--- config.mk ---
export PLATFORM = sky130hd
export DESIGN_NAME = pwmss_ctrl
export DESIGN_NICKNAME = d
export VERILOG_FILES = /design/src/pwmss_pkg.sv /design/src/pwmss_sync.sv /design/src/pwmss_ctrl.sv
export VERILOG_INCLUDE_DIRS = /design/src
export SDC_FILE = /design/constraint.sdc
export NUM_CORES = 1
export LEC_CHECK = 0
export ABC_AREA = 1
export BUFFER_PORTS_ARGS = -buffer_cell sky130_fd_sc_hd__buf_4
export CAP_MARGIN = 10
export CORE_ASPECT_RATIO = 1.1
export CORE_MARGIN = 1
export CORE_UTILIZATION = 60
export DETAILED_ROUTE_END_ITERATION = 16
export PLACE_DENSITY = 0.91
export SLEW_MARGIN = 20
export SYNTH_ARGS = -nofsm -noshare
export SYNTH_HDL_FRONTEND = slang
export SYNTH_SLANG_ARGS = --single-unit
--- constraint.sdc ---
create_clock -name clk -period 11.6 [get_ports clk]
set_input_delay 2.32 -clock clk [delete_from_list [all_inputs] [get_ports clk]]
set_output_delay 2.32 -clock clk [all_outputs]
set_load 0.005 [all_outputs]
--- src/pwmss_regs.svh ---
/*
  pwmss_regs.svh: timing counts, duty fractions and the final restart count for the
  switching regulator control block.
  assumes a 25 MHz system clock; duty fractions are in 1/256 units.
*/
`ifndef PWMSS_REGS_SVH
`define PWMSS_REGS_SVH

`define PWMSS_CLK_HZ 25000000
`define PWMSS_FREQ_HI_HZ 400000
`define PWMSS_FREQ_LO_HZ 300000
`define PWMSS_PERIOD_HI_CYC ((`PWMSS_CLK_HZ) / (`PWMSS_FREQ_HI_HZ))
`define PWMSS_PERIOD_LO_CYC ((`PWMSS_CLK_HZ) / (`PWMSS_FREQ_LO_HZ))
`define PWMSS_SOFT_START_US 5000
`define PWMSS_SOFT_START_CYC ((`PWMSS_SOFT_START_US) * ((`PWMSS_CLK_HZ) / 1000000))
`define PWMSS_BLANK_NS 220
`define PWMSS_BLANK_CYC (((`PWMSS_BLANK_NS) * ((`PWMSS_CLK_HZ) / 1000000) + 999) / 1000)
`define PWMSS_DUTY_MAX 8'hC0
`define PWMSS_DUTY_FLOOR 8'h54
`define PWMSS_DUTY_MIN 8'h08
`define PWMSS_DUTY_FULL 8'hFF
`define PWMSS_RESTART_FINAL 3'h7

`endif

--- src/pwmss_pkg.sv ---
/*
  pwmss_pkg: types of the switching regulator control block.
  assumes the constants of pwmss_regs.svh.
*/
`default_nettype none
package pwmss_pkg;

  // gray codes along power-up, soft-start, run, restart
  typedef enum logic [1:0] {
    ST_CHARGE = 2'h0,
    ST_SOFT = 2'h1,
    ST_RUN = 2'h3,
    ST_RESTART = 2'h2
  } pwmss_state_t;

  typedef struct packed {
    logic supplyHigh;
    logic supplyLow;
    logic ilimTrip;
    logic lineOver;
    logic lineUnder;
    logic overTemp;
  } pwmss_flags_t;

endpackage
`default_nettype wire

--- src/pwmss_sync.sv ---
/*
  pwmss_sync: two-stage synchroniser bank for comparator flags.
  assumes flags may change at any time relative to clk.
*/
`timescale 1ns/1ps
`default_nettype none
module pwmss_sync #(
  parameter int WIDTH = 6
) (
  // clock and reset
  input wire logic clk,
  input wire logic rst_n,
  // flags
  input wire logic [WIDTH-1:0] async_in,
  output logic [WIDTH-1:0] sync_out
);
  logic [WIDTH-1:0] stage1_reg;

  // first stage feeds only the second
  always_ff @(posedge clk)
  begin
    if (!rst_n)
    begin
      stage1_reg <= '0;
      sync_out <= '0;
    end
    else
    begin
      stage1_reg <= async_in;
      sync_out <= stage1_reg;
    end
  end
endmodule // pwmss_sync
`default_nettype wire

--- src/pwmss_ctrl.sv ---
/*
  pwmss_ctrl: switching regulator control: oscillator, modulator latch,
  duty ceiling, soft-start, auto-restart sequencer and protection gating.
  assumes analog comparators and the duty command arrive as digital levels;
  straps are static; sync pulse is one cycle wide and synchronous.
*/
`timescale 1ns/1ps
`default_nettype none
`include "pwmss_regs.svh"
module pwmss_ctrl #(
  parameter int SOFT_CYC = `PWMSS_SOFT_START_CYC,
  parameter logic [7:0] DUTY_MIN = `PWMSS_DUTY_MIN
) (
  // clock and reset
  input wire logic clk,
  input wire logic rst_n,
  // straps
  input wire logic freqSelCtl,
  input wire logic lineSenseGrounded,
  input wire logic extLimitGrounded,
  // analog comparator flags
  input wire pwmss_pkg::pwmss_flags_t flagsIn,
  // feedback and line commands
  input wire logic [7:0] dutyCmd,
  input wire logic [7:0] lineCeil,
  input wire logic loopClosed,
  // remote and sync
  input wire logic remoteOffLine,
  input wire logic remoteOffExt,
  input wire logic syncPulse,
  // power stage
  output logic switchOn,
  output logic hvSourceOn,
  output logic standby,
  output logic softStartActive,
  output logic extLimitEnable,
  output logic [2:0] restartCount
);
  localparam logic [6:0] PER_HI = 7'(`PWMSS_PERIOD_HI_CYC);
  localparam logic [6:0] PER_LO = 7'(`PWMSS_PERIOD_LO_CYC);
  localparam logic [2:0] BLANK = 3'(`PWMSS_BLANK_CYC);
  localparam int STEP_CYC = SOFT_CYC / 256;
  localparam logic [15:0] STEP_LAST = 16'((STEP_CYC > 0) ? STEP_CYC - 1 : 0);

  // ==========================================================
  // flag synchronisers
  pwmss_pkg::pwmss_flags_t flags;

  pwmss_sync #(
    .WIDTH($bits(pwmss_pkg::pwmss_flags_t))
  ) u_sync (
    .clk(clk),
    .rst_n(rst_n),
    .async_in(flagsIn),
    .sync_out(flags)
  );

  // ==========================================================
  // feature enables from straps
  wire logic bothGrounded = lineSenseGrounded & extLimitGrounded;
  wire logic lineFeat = ~lineSenseGrounded & ~bothGrounded;
  wire logic extFeat = ~extLimitGrounded;
  wire logic remoteOff = (lineFeat & remoteOffLine) | (extFeat & remoteOffExt);
  wire logic lineOverActive = lineFeat & flags.lineOver;
  wire logic lineUnderActive = lineFeat & flags.lineUnder;

  // ==========================================================
  // state and registers
  pwmss_pkg::pwmss_state_t state_reg, state_next;
  logic [6:0] phase_reg;
  logic [6:0] period_reg;
  logic onLatch_reg, onLatch_next;
  logic [2:0] blank_reg;
  logic [2:0] count_reg, count_next;
  logic hv_reg, hv_next;
  logic [7:0] softCeil_reg;
  logic [15:0] step_reg;
  logic extEn_reg;
  logic standby_reg;
  logic softActive_reg;
  // status outputs are registered from the next state so they track state_reg exactly
  wire logic nextRestart = (state_next == pwmss_pkg::ST_RESTART);
  wire logic nextSoft = (state_next == pwmss_pkg::ST_SOFT);

  // ==========================================================
  // oscillator with sync
  // a faster external pulse restarts the ramp early; slower ones cannot
  // lengthen the cycle, which is why only faster clocks are supported
  wire logic [6:0] periodSel = freqSelCtl ? PER_LO : PER_HI;
  wire logic phaseEnd = (phase_reg == period_reg - 7'h01);
  wire logic syncTake = syncPulse & lineFeat;
  wire logic cycleStart = phaseEnd | syncTake;

  always_ff @(posedge clk)
  begin
    if (!rst_n)
    begin
      phase_reg <= 7'h00;
      period_reg <= PER_HI;
    end
    else if (cycleStart)
    begin
      phase_reg <= 7'h00;
      period_reg <= periodSel;
    end
    else
    begin
      phase_reg <= phase_reg + 7'h01;
    end
  end

  // ==========================================================
  // duty ceiling and threshold
  function automatic logic [7:0] min8(input logic [7:0] a, input logic [7:0] b);
    min8 = (a < b) ? a : b;
  endfunction

  wire logic [7:0] lineClamp = (lineCeil < `PWMSS_DUTY_FLOOR) ? `PWMSS_DUTY_FLOOR : lineCeil;
  wire logic [7:0] ceiling = lineFeat ? min8(lineClamp, `PWMSS_DUTY_MAX) : `PWMSS_DUTY_MAX;
  wire logic softPhase = (state_reg == pwmss_pkg::ST_SOFT);
  wire logic [7:0] ceilNow = softPhase ? min8(ceiling, softCeil_reg) : ceiling;
  // dutyCmd already carries the flat-then-linear feedback transfer
  wire logic [7:0] dutyLim = min8(dutyCmd, ceilNow);
  wire logic [7:0] dutyEff = (dutyCmd < DUTY_MIN) ? 8'h00 : dutyLim;
  wire logic [14:0] thrProd = 15'(dutyEff) * 15'(period_reg);
  wire logic [6:0] threshold = thrProd[14:8];

  // ==========================================================
  // switch latch
  wire logic running = (state_reg == pwmss_pkg::ST_SOFT) | (state_reg == pwmss_pkg::ST_RUN);
  wire logic allow = running & ~flags.overTemp & ~lineUnderActive & ~remoteOff & ~lineOverActive;
  wire logic ilimHit = flags.ilimTrip & (blank_reg == 3'h0) & onLatch_reg;
  wire logic rampCross = (phase_reg + 7'h01 >= threshold);

  always_comb
  begin
    onLatch_next = onLatch_reg;
    if (cycleStart)
      onLatch_next = allow & (threshold != 7'h00);
    else if (rampCross | ilimHit | ~allow)
      onLatch_next = 1'b0;
  end

  always_ff @(posedge clk)
  begin
    if (!rst_n)
    begin
      onLatch_reg <= 1'b0;
      blank_reg <= 3'h0;
    end
    else
    begin
      onLatch_reg <= onLatch_next;
      blank_reg <= (cycleStart & onLatch_next) ? BLANK : ((blank_reg != 3'h0) ? blank_reg - 3'h1 : 3'h0);
    end
  end

  // ==========================================================
  // soft-start ramp
  // ceiling steps one count every SOFT_CYC/256 cycles
  wire logic stepDone = (step_reg == STEP_LAST);
  wire logic softDone = softPhase & stepDone & (softCeil_reg == `PWMSS_DUTY_FULL);

  always_ff @(posedge clk)
  begin
    if (!rst_n || !softPhase)
    begin
      softCeil_reg <= 8'h00;
      step_reg <= 16'h0000;
    end
    else if (stepDone)
    begin
      step_reg <= 16'h0000;
      softCeil_reg <= (softCeil_reg == `PWMSS_DUTY_FULL) ? softCeil_reg : softCeil_reg + 8'h01;
    end
    else
    begin
      step_reg <= step_reg + 16'h0001;
    end
  end

  // ==========================================================
  // power-up and auto-restart sequencer
  // the counter wraps after the final count, so a later fault again waits eight cycles
  wire logic chargeDone = hv_reg & flags.supplyHigh;

  always_comb
  begin
    state_next = state_reg;
    count_next = count_reg;
    hv_next = hv_reg;
    case (state_reg)
      pwmss_pkg::ST_CHARGE:
      begin
        hv_next = 1'b1;
        if (flags.supplyHigh)
          state_next = pwmss_pkg::ST_SOFT;
      end
      pwmss_pkg::ST_SOFT:
      begin
        if (flags.supplyLow)
        begin
          state_next = pwmss_pkg::ST_RESTART;
          hv_next = 1'b1;
        end
        else if (softDone)
        begin
          state_next = pwmss_pkg::ST_RUN;
          hv_next = 1'b0;
        end
        if (loopClosed)
          count_next = 3'h0;
      end
      pwmss_pkg::ST_RUN:
      begin
        hv_next = 1'b0;
        if (loopClosed)
          count_next = 3'h0;
        if (flags.supplyLow)
        begin
          state_next = pwmss_pkg::ST_RESTART;
          hv_next = 1'b1;
        end
      end
      pwmss_pkg::ST_RESTART:
      begin
        if (flags.supplyLow)
          hv_next = 1'b1;
        else if (chargeDone)
        begin
          hv_next = 1'b0;
          count_next = count_reg + 3'h1;
          // one switching try per eight charge cycles keeps duty near 4%
          if (count_reg == `PWMSS_RESTART_FINAL)
            state_next = pwmss_pkg::ST_SOFT;
        end
      end
      default:
      begin
        state_next = pwmss_pkg::ST_CHARGE;
        hv_next = 1'b1;
      end
    endcase
  end

  always_ff @(posedge clk)
  begin
    if (!rst_n)
    begin
      state_reg <= pwmss_pkg::ST_CHARGE;
      count_reg <= 3'h0;
      hv_reg <= 1'b1;
      extEn_reg <= 1'b0;
      standby_reg <= 1'b0;
      softActive_reg <= 1'b0;
    end
    else
    begin
      state_reg <= state_next;
      count_reg <= count_next;
      hv_reg <= hv_next;
      extEn_reg <= extFeat;
      standby_reg <= nextRestart;
      softActive_reg <= nextSoft;
    end
  end

  // ==========================================================
  // outputs, all straight from flops
  assign switchOn = onLatch_reg;
  assign hvSourceOn = hv_reg;
  assign standby = standby_reg;
  assign softStartActive = softActive_reg;
  assign extLimitEnable = extEn_reg;
  assign restartCount = count_reg;
endmodule // pwmss_ctrl
`default_nettype wire

==> results of run 1 <==
[synth_stat cells (3+ instances only)]
cell type	instances	area (um2)
nand4_1	11	68.8
a21oi_1	41	205
nand2_2	6	37.5
nand2_1	126	473
nand3_2	3	30.0
clkinv_1	3	11.3
xor2_1	10	87.6
a21o_1	3	22.5
or2_2	4	25.0
nor2_1	69	259
clkbuf_1	4	15.0
inv_1	149	559
ha_1	62	776
fa_1	24	480
dfxtp_1	58	1160
nor2_2	3	18.8
nor4_1	6	37.5
nor3_1	20	100
o21ai_0	29	145
nand3_1	35	175
o21a_1	4	30.0
[layer usage]
layer	wire length, um	GRT usage, %	vias up
met5	0	0	-
met4	299	12.8	0
met3	546	4.27	31
met2	5610	49.6	149
met1	4410	32.0	2057
li1	-	-	2294
[metrics by stage]
step / instances / util [%] / total power, mW / hold WS (ps) / cell area, um2
after floorplan: 696 / - / 1.20 / 390 / 4920
final: 852 / 69.7 / 1.66 / 418 / 5520
after CTS: 852 / 69.7 / 1.66 / 415 / 5520
after global placement: 836 / 67.2 / 1.39 / 392 / 5320
after detailed placement: 836 / 67.2 / 1.46 / 399 / 5320
after global routing: 852 / 69.7 / 1.89 / 431 / 5520
[power breakdown]
part	internal, mW	switching (mW)
sequential	0.203	0.00293
combinational	0.501	0.763
clock	0.100	0.0869
total	0.805	0.853
[area by class of cell]
class	instances	area, um2	share of cell area (%)
clock buffers	9	124	2.24
clock inverters	7	76.3	1.38
inverters	152	571	10.3
multi-input cells	480	3170	57.4
flip-flops and latches	58	1160	21.0
well taps	108	135	2.45
repair buffers	38	285	5.17
[kinds of logic after synthesis]
| logic type | Yosys count | synth area share (%) |
|---|---|---|
| AND/OR/NAND/NOR | 292 | 26.3 |
| buffers and inverters | 158 | 12.1 |
| AO/OA/AOI/OAI | 90 | 10.3 |
| adder cells (fa/ha/maj) | 86 | 25.5 |
| flip-flops | 58 | 23.6 |
| XOR/XNOR | 12 | 2.14 |
[worst min-delay path: cells and delay by family, from the launching register on]
| kind | cells | cell delay (ps) |
|---|---|---|
| buffers and inverters | 1 | 40 |
| DFF | 1 | 310 |
| and+or+nand+nor | 1 | 50 |
[worst min path at each step]
| stage | endpoint | startpoint |
|---|---|---|
| after floorplan | u_sync.sync_out[0]$_SDFF_PN0_ | u_sync.stage1_reg[0]$_SDFF_PN0_ |
| after global placement | u_sync.sync_out[2]$_SDFF_PN0_ | u_sync.stage1_reg[2]$_SDFF_PN0_ |
| after detailed placement | u_sync.sync_out[2]$_SDFF_PN0_ | u_sync.stage1_reg[2]$_SDFF_PN0_ |
| after CTS | u_sync.sync_out[2]$_SDFF_PN0_ | u_sync.stage1_reg[2]$_SDFF_PN0_ |
| after global routing | u_sync.sync_out[4]$_SDFF_PN0_ | u_sync.stage1_reg[4]$_SDFF_PN0_ |
| final | u_sync.sync_out[4]$_SDFF_PN0_ | u_sync.stage1_reg[4]$_SDFF_PN0_ |
==> key figures, run 1 <==
Floorplanning
  – Total die area: 8570 um2
  – Site row count: 34
  – Initial Util: between 60% and 70%
  – Die height: ~97 um
  – IO Count: 39
  – Area of the core: ~8000 um2
  – Die width: between 80 and 90 um

Final layout
  – Commonest non-fill, non-tap cell in the layout: inv_1
  – Most frequent cells in the layout: inv_1 (149), nand2_1 (126), nor2_1 (69), ha_1 (62), dfxtp_1 (58)
  – Syn-to-layout area delta: 12.1%
  – Max reg flops: 16
  – Fillcell total: approximately 650
  – N_diodes: 0
  – Layout cells sized above 1: under 10%
  – Nets: around 860

Detailed routing
  – Via-per-instance ratio: ~5.3
  – Number of DRC markers in iteration 0: between 150 and 200
  – Drt pass-1 iters: 4
  – Drt drc: 0
  – Routed WL per cell: 12.7 um
  – Vias post-DR: 4531
  – Final wirelength: 10.9 mm
  – Antenna-violating nets left: 0

CTS
  – PostCTS Resize Cnt: 0
  – Clock Tree Root: clkbuf_8
  – Num CTS Buffers: 9
  – TritonCTS clock tree: yes
  – Clk_lat worst skew: ~340 ps
  – # clock sinks: just under 60
  – Worst-path clk slew: ~70 ps
  – Depth of the CTS H-tree: 3
  – Post-CTS Setup Repair Bufs: 0
  – CTS Hold Bufs: 0
  – Clk buf depth: 2

Worst setup path
  – Reg2Reg Depth: 44
  – Critical Path RT: 11880 ps
  – Max incr delay on CP: around 560 ps
  – Crit path to: switchOn$_SDFF_PN0_
  – Worst path arrival time: between 10000 and 15000 ps
  – Critical Path Most Common Cell: nand2_1
  – CP endpoint kind: flip-flop
  – CP Depth: 48
  – Critical path buffers and inverters: 10
  – Crit Path Class: in -> reg
  – CP max stage cell: fa_1
  – Reg2Reg Setup Slack: about 3800 ps
  – RR Startpoint: softCeil_reg[3]$_SDFFE_PP0P_
  – RR Endpoint: switchOn$_SDFF_PN0_
  – CP Max Fanout: 12
  – Critical Path Start Type: input pin
  – CP top delay family: adder cells
  – Worst setup path startpoint: lineSenseGrounded

Yosys
  – Syn Nets: slightly above 800
  – Mean area per synthesized cell: 7.07 um2
  – Post-synth EDFFs: 0
  – Seq/Total Area, Yosys: roughly a quarter
  – Synth Warn #: 0
  – Syn Inst Count: around 700
  – Ys async rst share: 0%
  – Mapped Area: roughly 4900 um2
  – Yosys cell types: 37
  – Number of synthesized register bits: 58
  – Top FF cell, synth: dfxtp_1

Timing
  – Clock period minus worst slack: ~9900 ps
  – Setup TNS Final: 0 ps
  – RSZ-0062 raised after global routing: false
  – Fin crit share: between 80 and 90%
  – Final setup fails: 0
  – Final Skew: 8.63 ps
  – Final max-slew violation count: 0
  – Worst-margin pin slew: between 500 and 600 ps
  – Fmax: 101 MHz
  – Hold Fails Final Rpt: 0
  – Final setup margin: approximately 1700 ps
  – Worst relative slew slack: approximately 61%

GRT
  – Grt ovf: 0
  – Largest net degree at the start of global routing: 24
  – Initial antenna violation count: 0
  – Total track usage: ~28%
  – First-pass GRT wire length: 18.9 mm
  – Vias in the first global route: 4523

Placement
  – Worst slack at placement: around 1400 ps
  – Post-DP HPWL: 8.95 mm
  – GP Congestion: just over 1
  – # port buffers: 38

Flow run
  – Max-cap violations: 0

Power and ir drop
  – P per Cell Area: about 300 nW/um2
  – Static Leak: ~2.9 nW
  – Worst vdd ir: roughly 0.00025 V

Worst hold path
  – Worst hold stages: 2
  – Worst Hold Class: reg -> reg

Status
  – Status: completed
(Power assumes the default switching activity.)
==> run 2: changes to the inputs <==
- clock period: 11.6 -> 10 ns (I/O delays scaled with it)
==> key figures, run 2 (synthesis results as in run 1) <==
Status
  – Status: completed

Final layout
  – Max reg flops: 16 (unchanged)
  – N_diodes: 0 (unchanged)
  – Most frequent cells in the layout: inv_1 (149), nand2_1 (126), nor2_1 (69), ha_1 (62), dfxtp_1 (58)
  – Layout cells sized above 1: 9.93% (+0.12 points)
  – Commonest non-fill, non-tap cell in the layout: inv_1
  – Fillcell total: 635 (-1.6%)
  – Syn-to-layout area delta: 12.9%
  – Nets: 857 (+0.12%)
  – Cell area after layout: 5560 um2 (+0.75%)

Worst setup path
  – Critical Path Start Type: input pin
  – CP endpoint kind: flip-flop
  – Critical path buffers and inverters: 13 (+3)
  – CP Max Fanout: 12 (unchanged)
  – Reg2Reg Depth: 45 (+2.3%)
  – CP top delay family: adder cells
  – Worst setup path startpoint: lineSenseGrounded
  – Worst path arrival time: 9490 ps (-710 ps)
  – Reg2Reg Setup Slack: 2560 ps (-1200 ps)
  – RR Endpoint: switchOn$_SDFF_PN0_
  – Crit Path Class: in -> reg
  – CP Depth: 49 (+2.1%)
  – Critical Path RT: 10280 ps (-1600 ps)
  – Crit path to: switchOn$_SDFF_PN0_
  – RR Startpoint: softCeil_reg[3]$_SDFFE_PP0P_
  – CP max stage cell: fa_1
  – Critical Path Most Common Cell: inv_1
  – Max incr delay on CP: 550 ps (about the same)

Power and ir drop
  – Sequential power share: 12.3% (-0.2 points)
  – Clock power frac: 12.6% (+1.3 points)
  – P per Cell Area: 349 nW/um2 (+16%)
  – Combinational power share: 75.1% (-1.2 points)
  – Static Leak: 2.95 nW (+0.89%)
  – Net switching power: 970 uW (+14%)
  – Worst vdd ir: 0.000347 V (+37%)
  – Switching Fraction: 49.9% (-1.5 points)
  – Total internal power: 973 uW (+21%)

GRT
  – First-pass GRT wire length: 18.9 mm (-0.33%)
  – Largest net degree at the start of global routing: 24 (unchanged)
  – Vias in the first global route: 4528 (+0.11%)
  – Total track usage: 27.6% (-0.30 points)
  – Initial antenna violation count: 0 (unchanged)
  – Grt ovf: 0 (unchanged)

Floorplanning
  – Area of the core: 7910 um2 (unchanged)
  – Initial Util: 62.2% (unchanged)
  – Site row count: 34 (unchanged)
  – Die width: 88.4 um (unchanged)
  – Total die area: 8570 um2 (unchanged)
  – Die height: 97.0 um (unchanged)
  – IO Count: 39 (unchanged)

Placement
  – # port buffers: 38 (unchanged)
  – Placement-stage cell area: 5330 um2 (+0.14%)
  – Worst slack at placement: 397 ps (-1030 ps)
  – Post-DP HPWL: 8.84 mm (-1.2%)
  – GP Congestion: 1.02 (-1.4%)

CTS
  – CTS Hold Bufs: 0 (unchanged)
  – Clk_lat worst skew: 340 ps (about the same)
  – Clk buf depth: 2 (unchanged)
  – PostCTS Resize Cnt: 0 (unchanged)
  – # clock sinks: 58 (unchanged)
  – Post-CTS Setup Repair Bufs: 0 (unchanged)
  – TritonCTS clock tree: yes
  – Num CTS Buffers: 9 (unchanged)
  – Worst-path clk slew: 60 ps (about the same)
  – Clock Tree Root: clkbuf_8
  – Depth of the CTS H-tree: 3 (unchanged)

Worst hold path
  – Worst Hold Class: reg -> reg

Timing
  – Fmax: around 110 MHz
  – RSZ-0062 raised after global routing: false
  – Worst-margin pin slew: 581 ps (-2.26 ps)
  – Final max-slew violation count: 0 (unchanged)
  – Final setup margin: 797 ps (-882 ps)
  – Hold Fails Final Rpt: 0 (unchanged)
  – Final setup fails: 0 (unchanged)
  – Setup TNS Final: 0 ps (unchanged)
  – Worst relative slew slack: 60.9% (+0.20 points)
  – Final Skew: 7.56 ps (-1.06 ps)
  – Fin crit share: roughly 90%
  – Clock period minus worst slack: approximately 9200 ps

Detailed routing
  – Number of DRC markers in iteration 0: 223 (+14%)
  – Final wirelength: 10.7 mm (-1.1%)
  – Drt drc: 0 (unchanged)
  – Via-per-instance ratio: 5.29 (-0.54%)
  – Routed WL per cell: 12.6 um (-1.2%)
  – Vias post-DR: 4512 (-0.42%)
  – Drt pass-1 iters: 5 (+1)
  – Antenna-violating nets left: 0 (unchanged)

Flow run
  – Max-cap violations: 0 (unchanged)
-- run 2: cell type report --
type / count / area, um2 / area share, %
clock buffers: 12 / 155 / 2.79
clock inverters: 4 / 73.8 / 1.33
inverters: 152 / 571 / 10.3
multi-input cells: 480 / 3170 / 57.0
flip-flops and latches: 58 / 1160 / 20.9
well taps: 108 / 135 / 2.43
repair buffers: 39 / 293 / 5.27
-- run 2: layer usage --
layer,vias up,global-route usage [%],share of wire (%)
met5,-,0,0
li1,2297,-,-
met3,34,5.80,4.5
met4,0,12.7,3.4
met1,2057,31.8,42
met2,124,47.9,50
-- run 2: through the flow --
stage	total power, mW	hold WS (ps)	utilization (%)	instances
final	1.94	414	70.3	853
after global routing	2.22	436	70.3	853
after CTS	1.94	415	70.2	853
after detailed placement	1.69	401	67.3	837
after global placement	1.62	393	67.3	837
after floorplan	1.39	390	-	696
-- run 2: power by group through the flow --
stage               Sequential (mW)  Clock (mW)  Combinational [mW]
CTS                           0.240       0.248                1.46
global placement              0.244           0                1.38
finish                        0.240       0.244                1.46
detailed placement            0.244           0                1.44
global route                  0.240       0.259                1.72
floorplan                     0.244           0                1.14
-- run 2: worst reg2reg max path, delay by kind of cell (launching register included) --
kind	cells	cell delay, ps
adders and majority gates	8	3110
and+or+nand+nor	19	1610
AOI/OAI and AO/OA	7	1280
buffers and inverters	11	1020
DFF	1	400
-- run 2: how the worst min path moves through the flow --
| stage | start | to | slack (ps) | cells past startpoint |
|---|---|---|---|---|
| after floorplan | u_sync.stage1_reg[0]$_SDFF_PN0_ | u_sync.sync_out[0]$_SDFF_PN0_ | 390 | 2 |
| after global placement | u_sync.stage1_reg[2]$_SDFF_PN0_ | u_sync.sync_out[2]$_SDFF_PN0_ | 390 | 2 |
| after detailed placement | u_sync.stage1_reg[2]$_SDFF_PN0_ | u_sync.sync_out[2]$_SDFF_PN0_ | 400 | 2 |
| after CTS | u_sync.stage1_reg[2]$_SDFF_PN0_ | u_sync.sync_out[2]$_SDFF_PN0_ | 420 | 2 |
| after global routing | u_sync.stage1_reg[2]$_SDFF_PN0_ | u_sync.sync_out[2]$_SDFF_PN0_ | 440 | 2 |
| final | u_sync.stage1_reg[2]$_SDFF_PN0_ | u_sync.sync_out[2]$_SDFF_PN0_ | 410 | 2 |
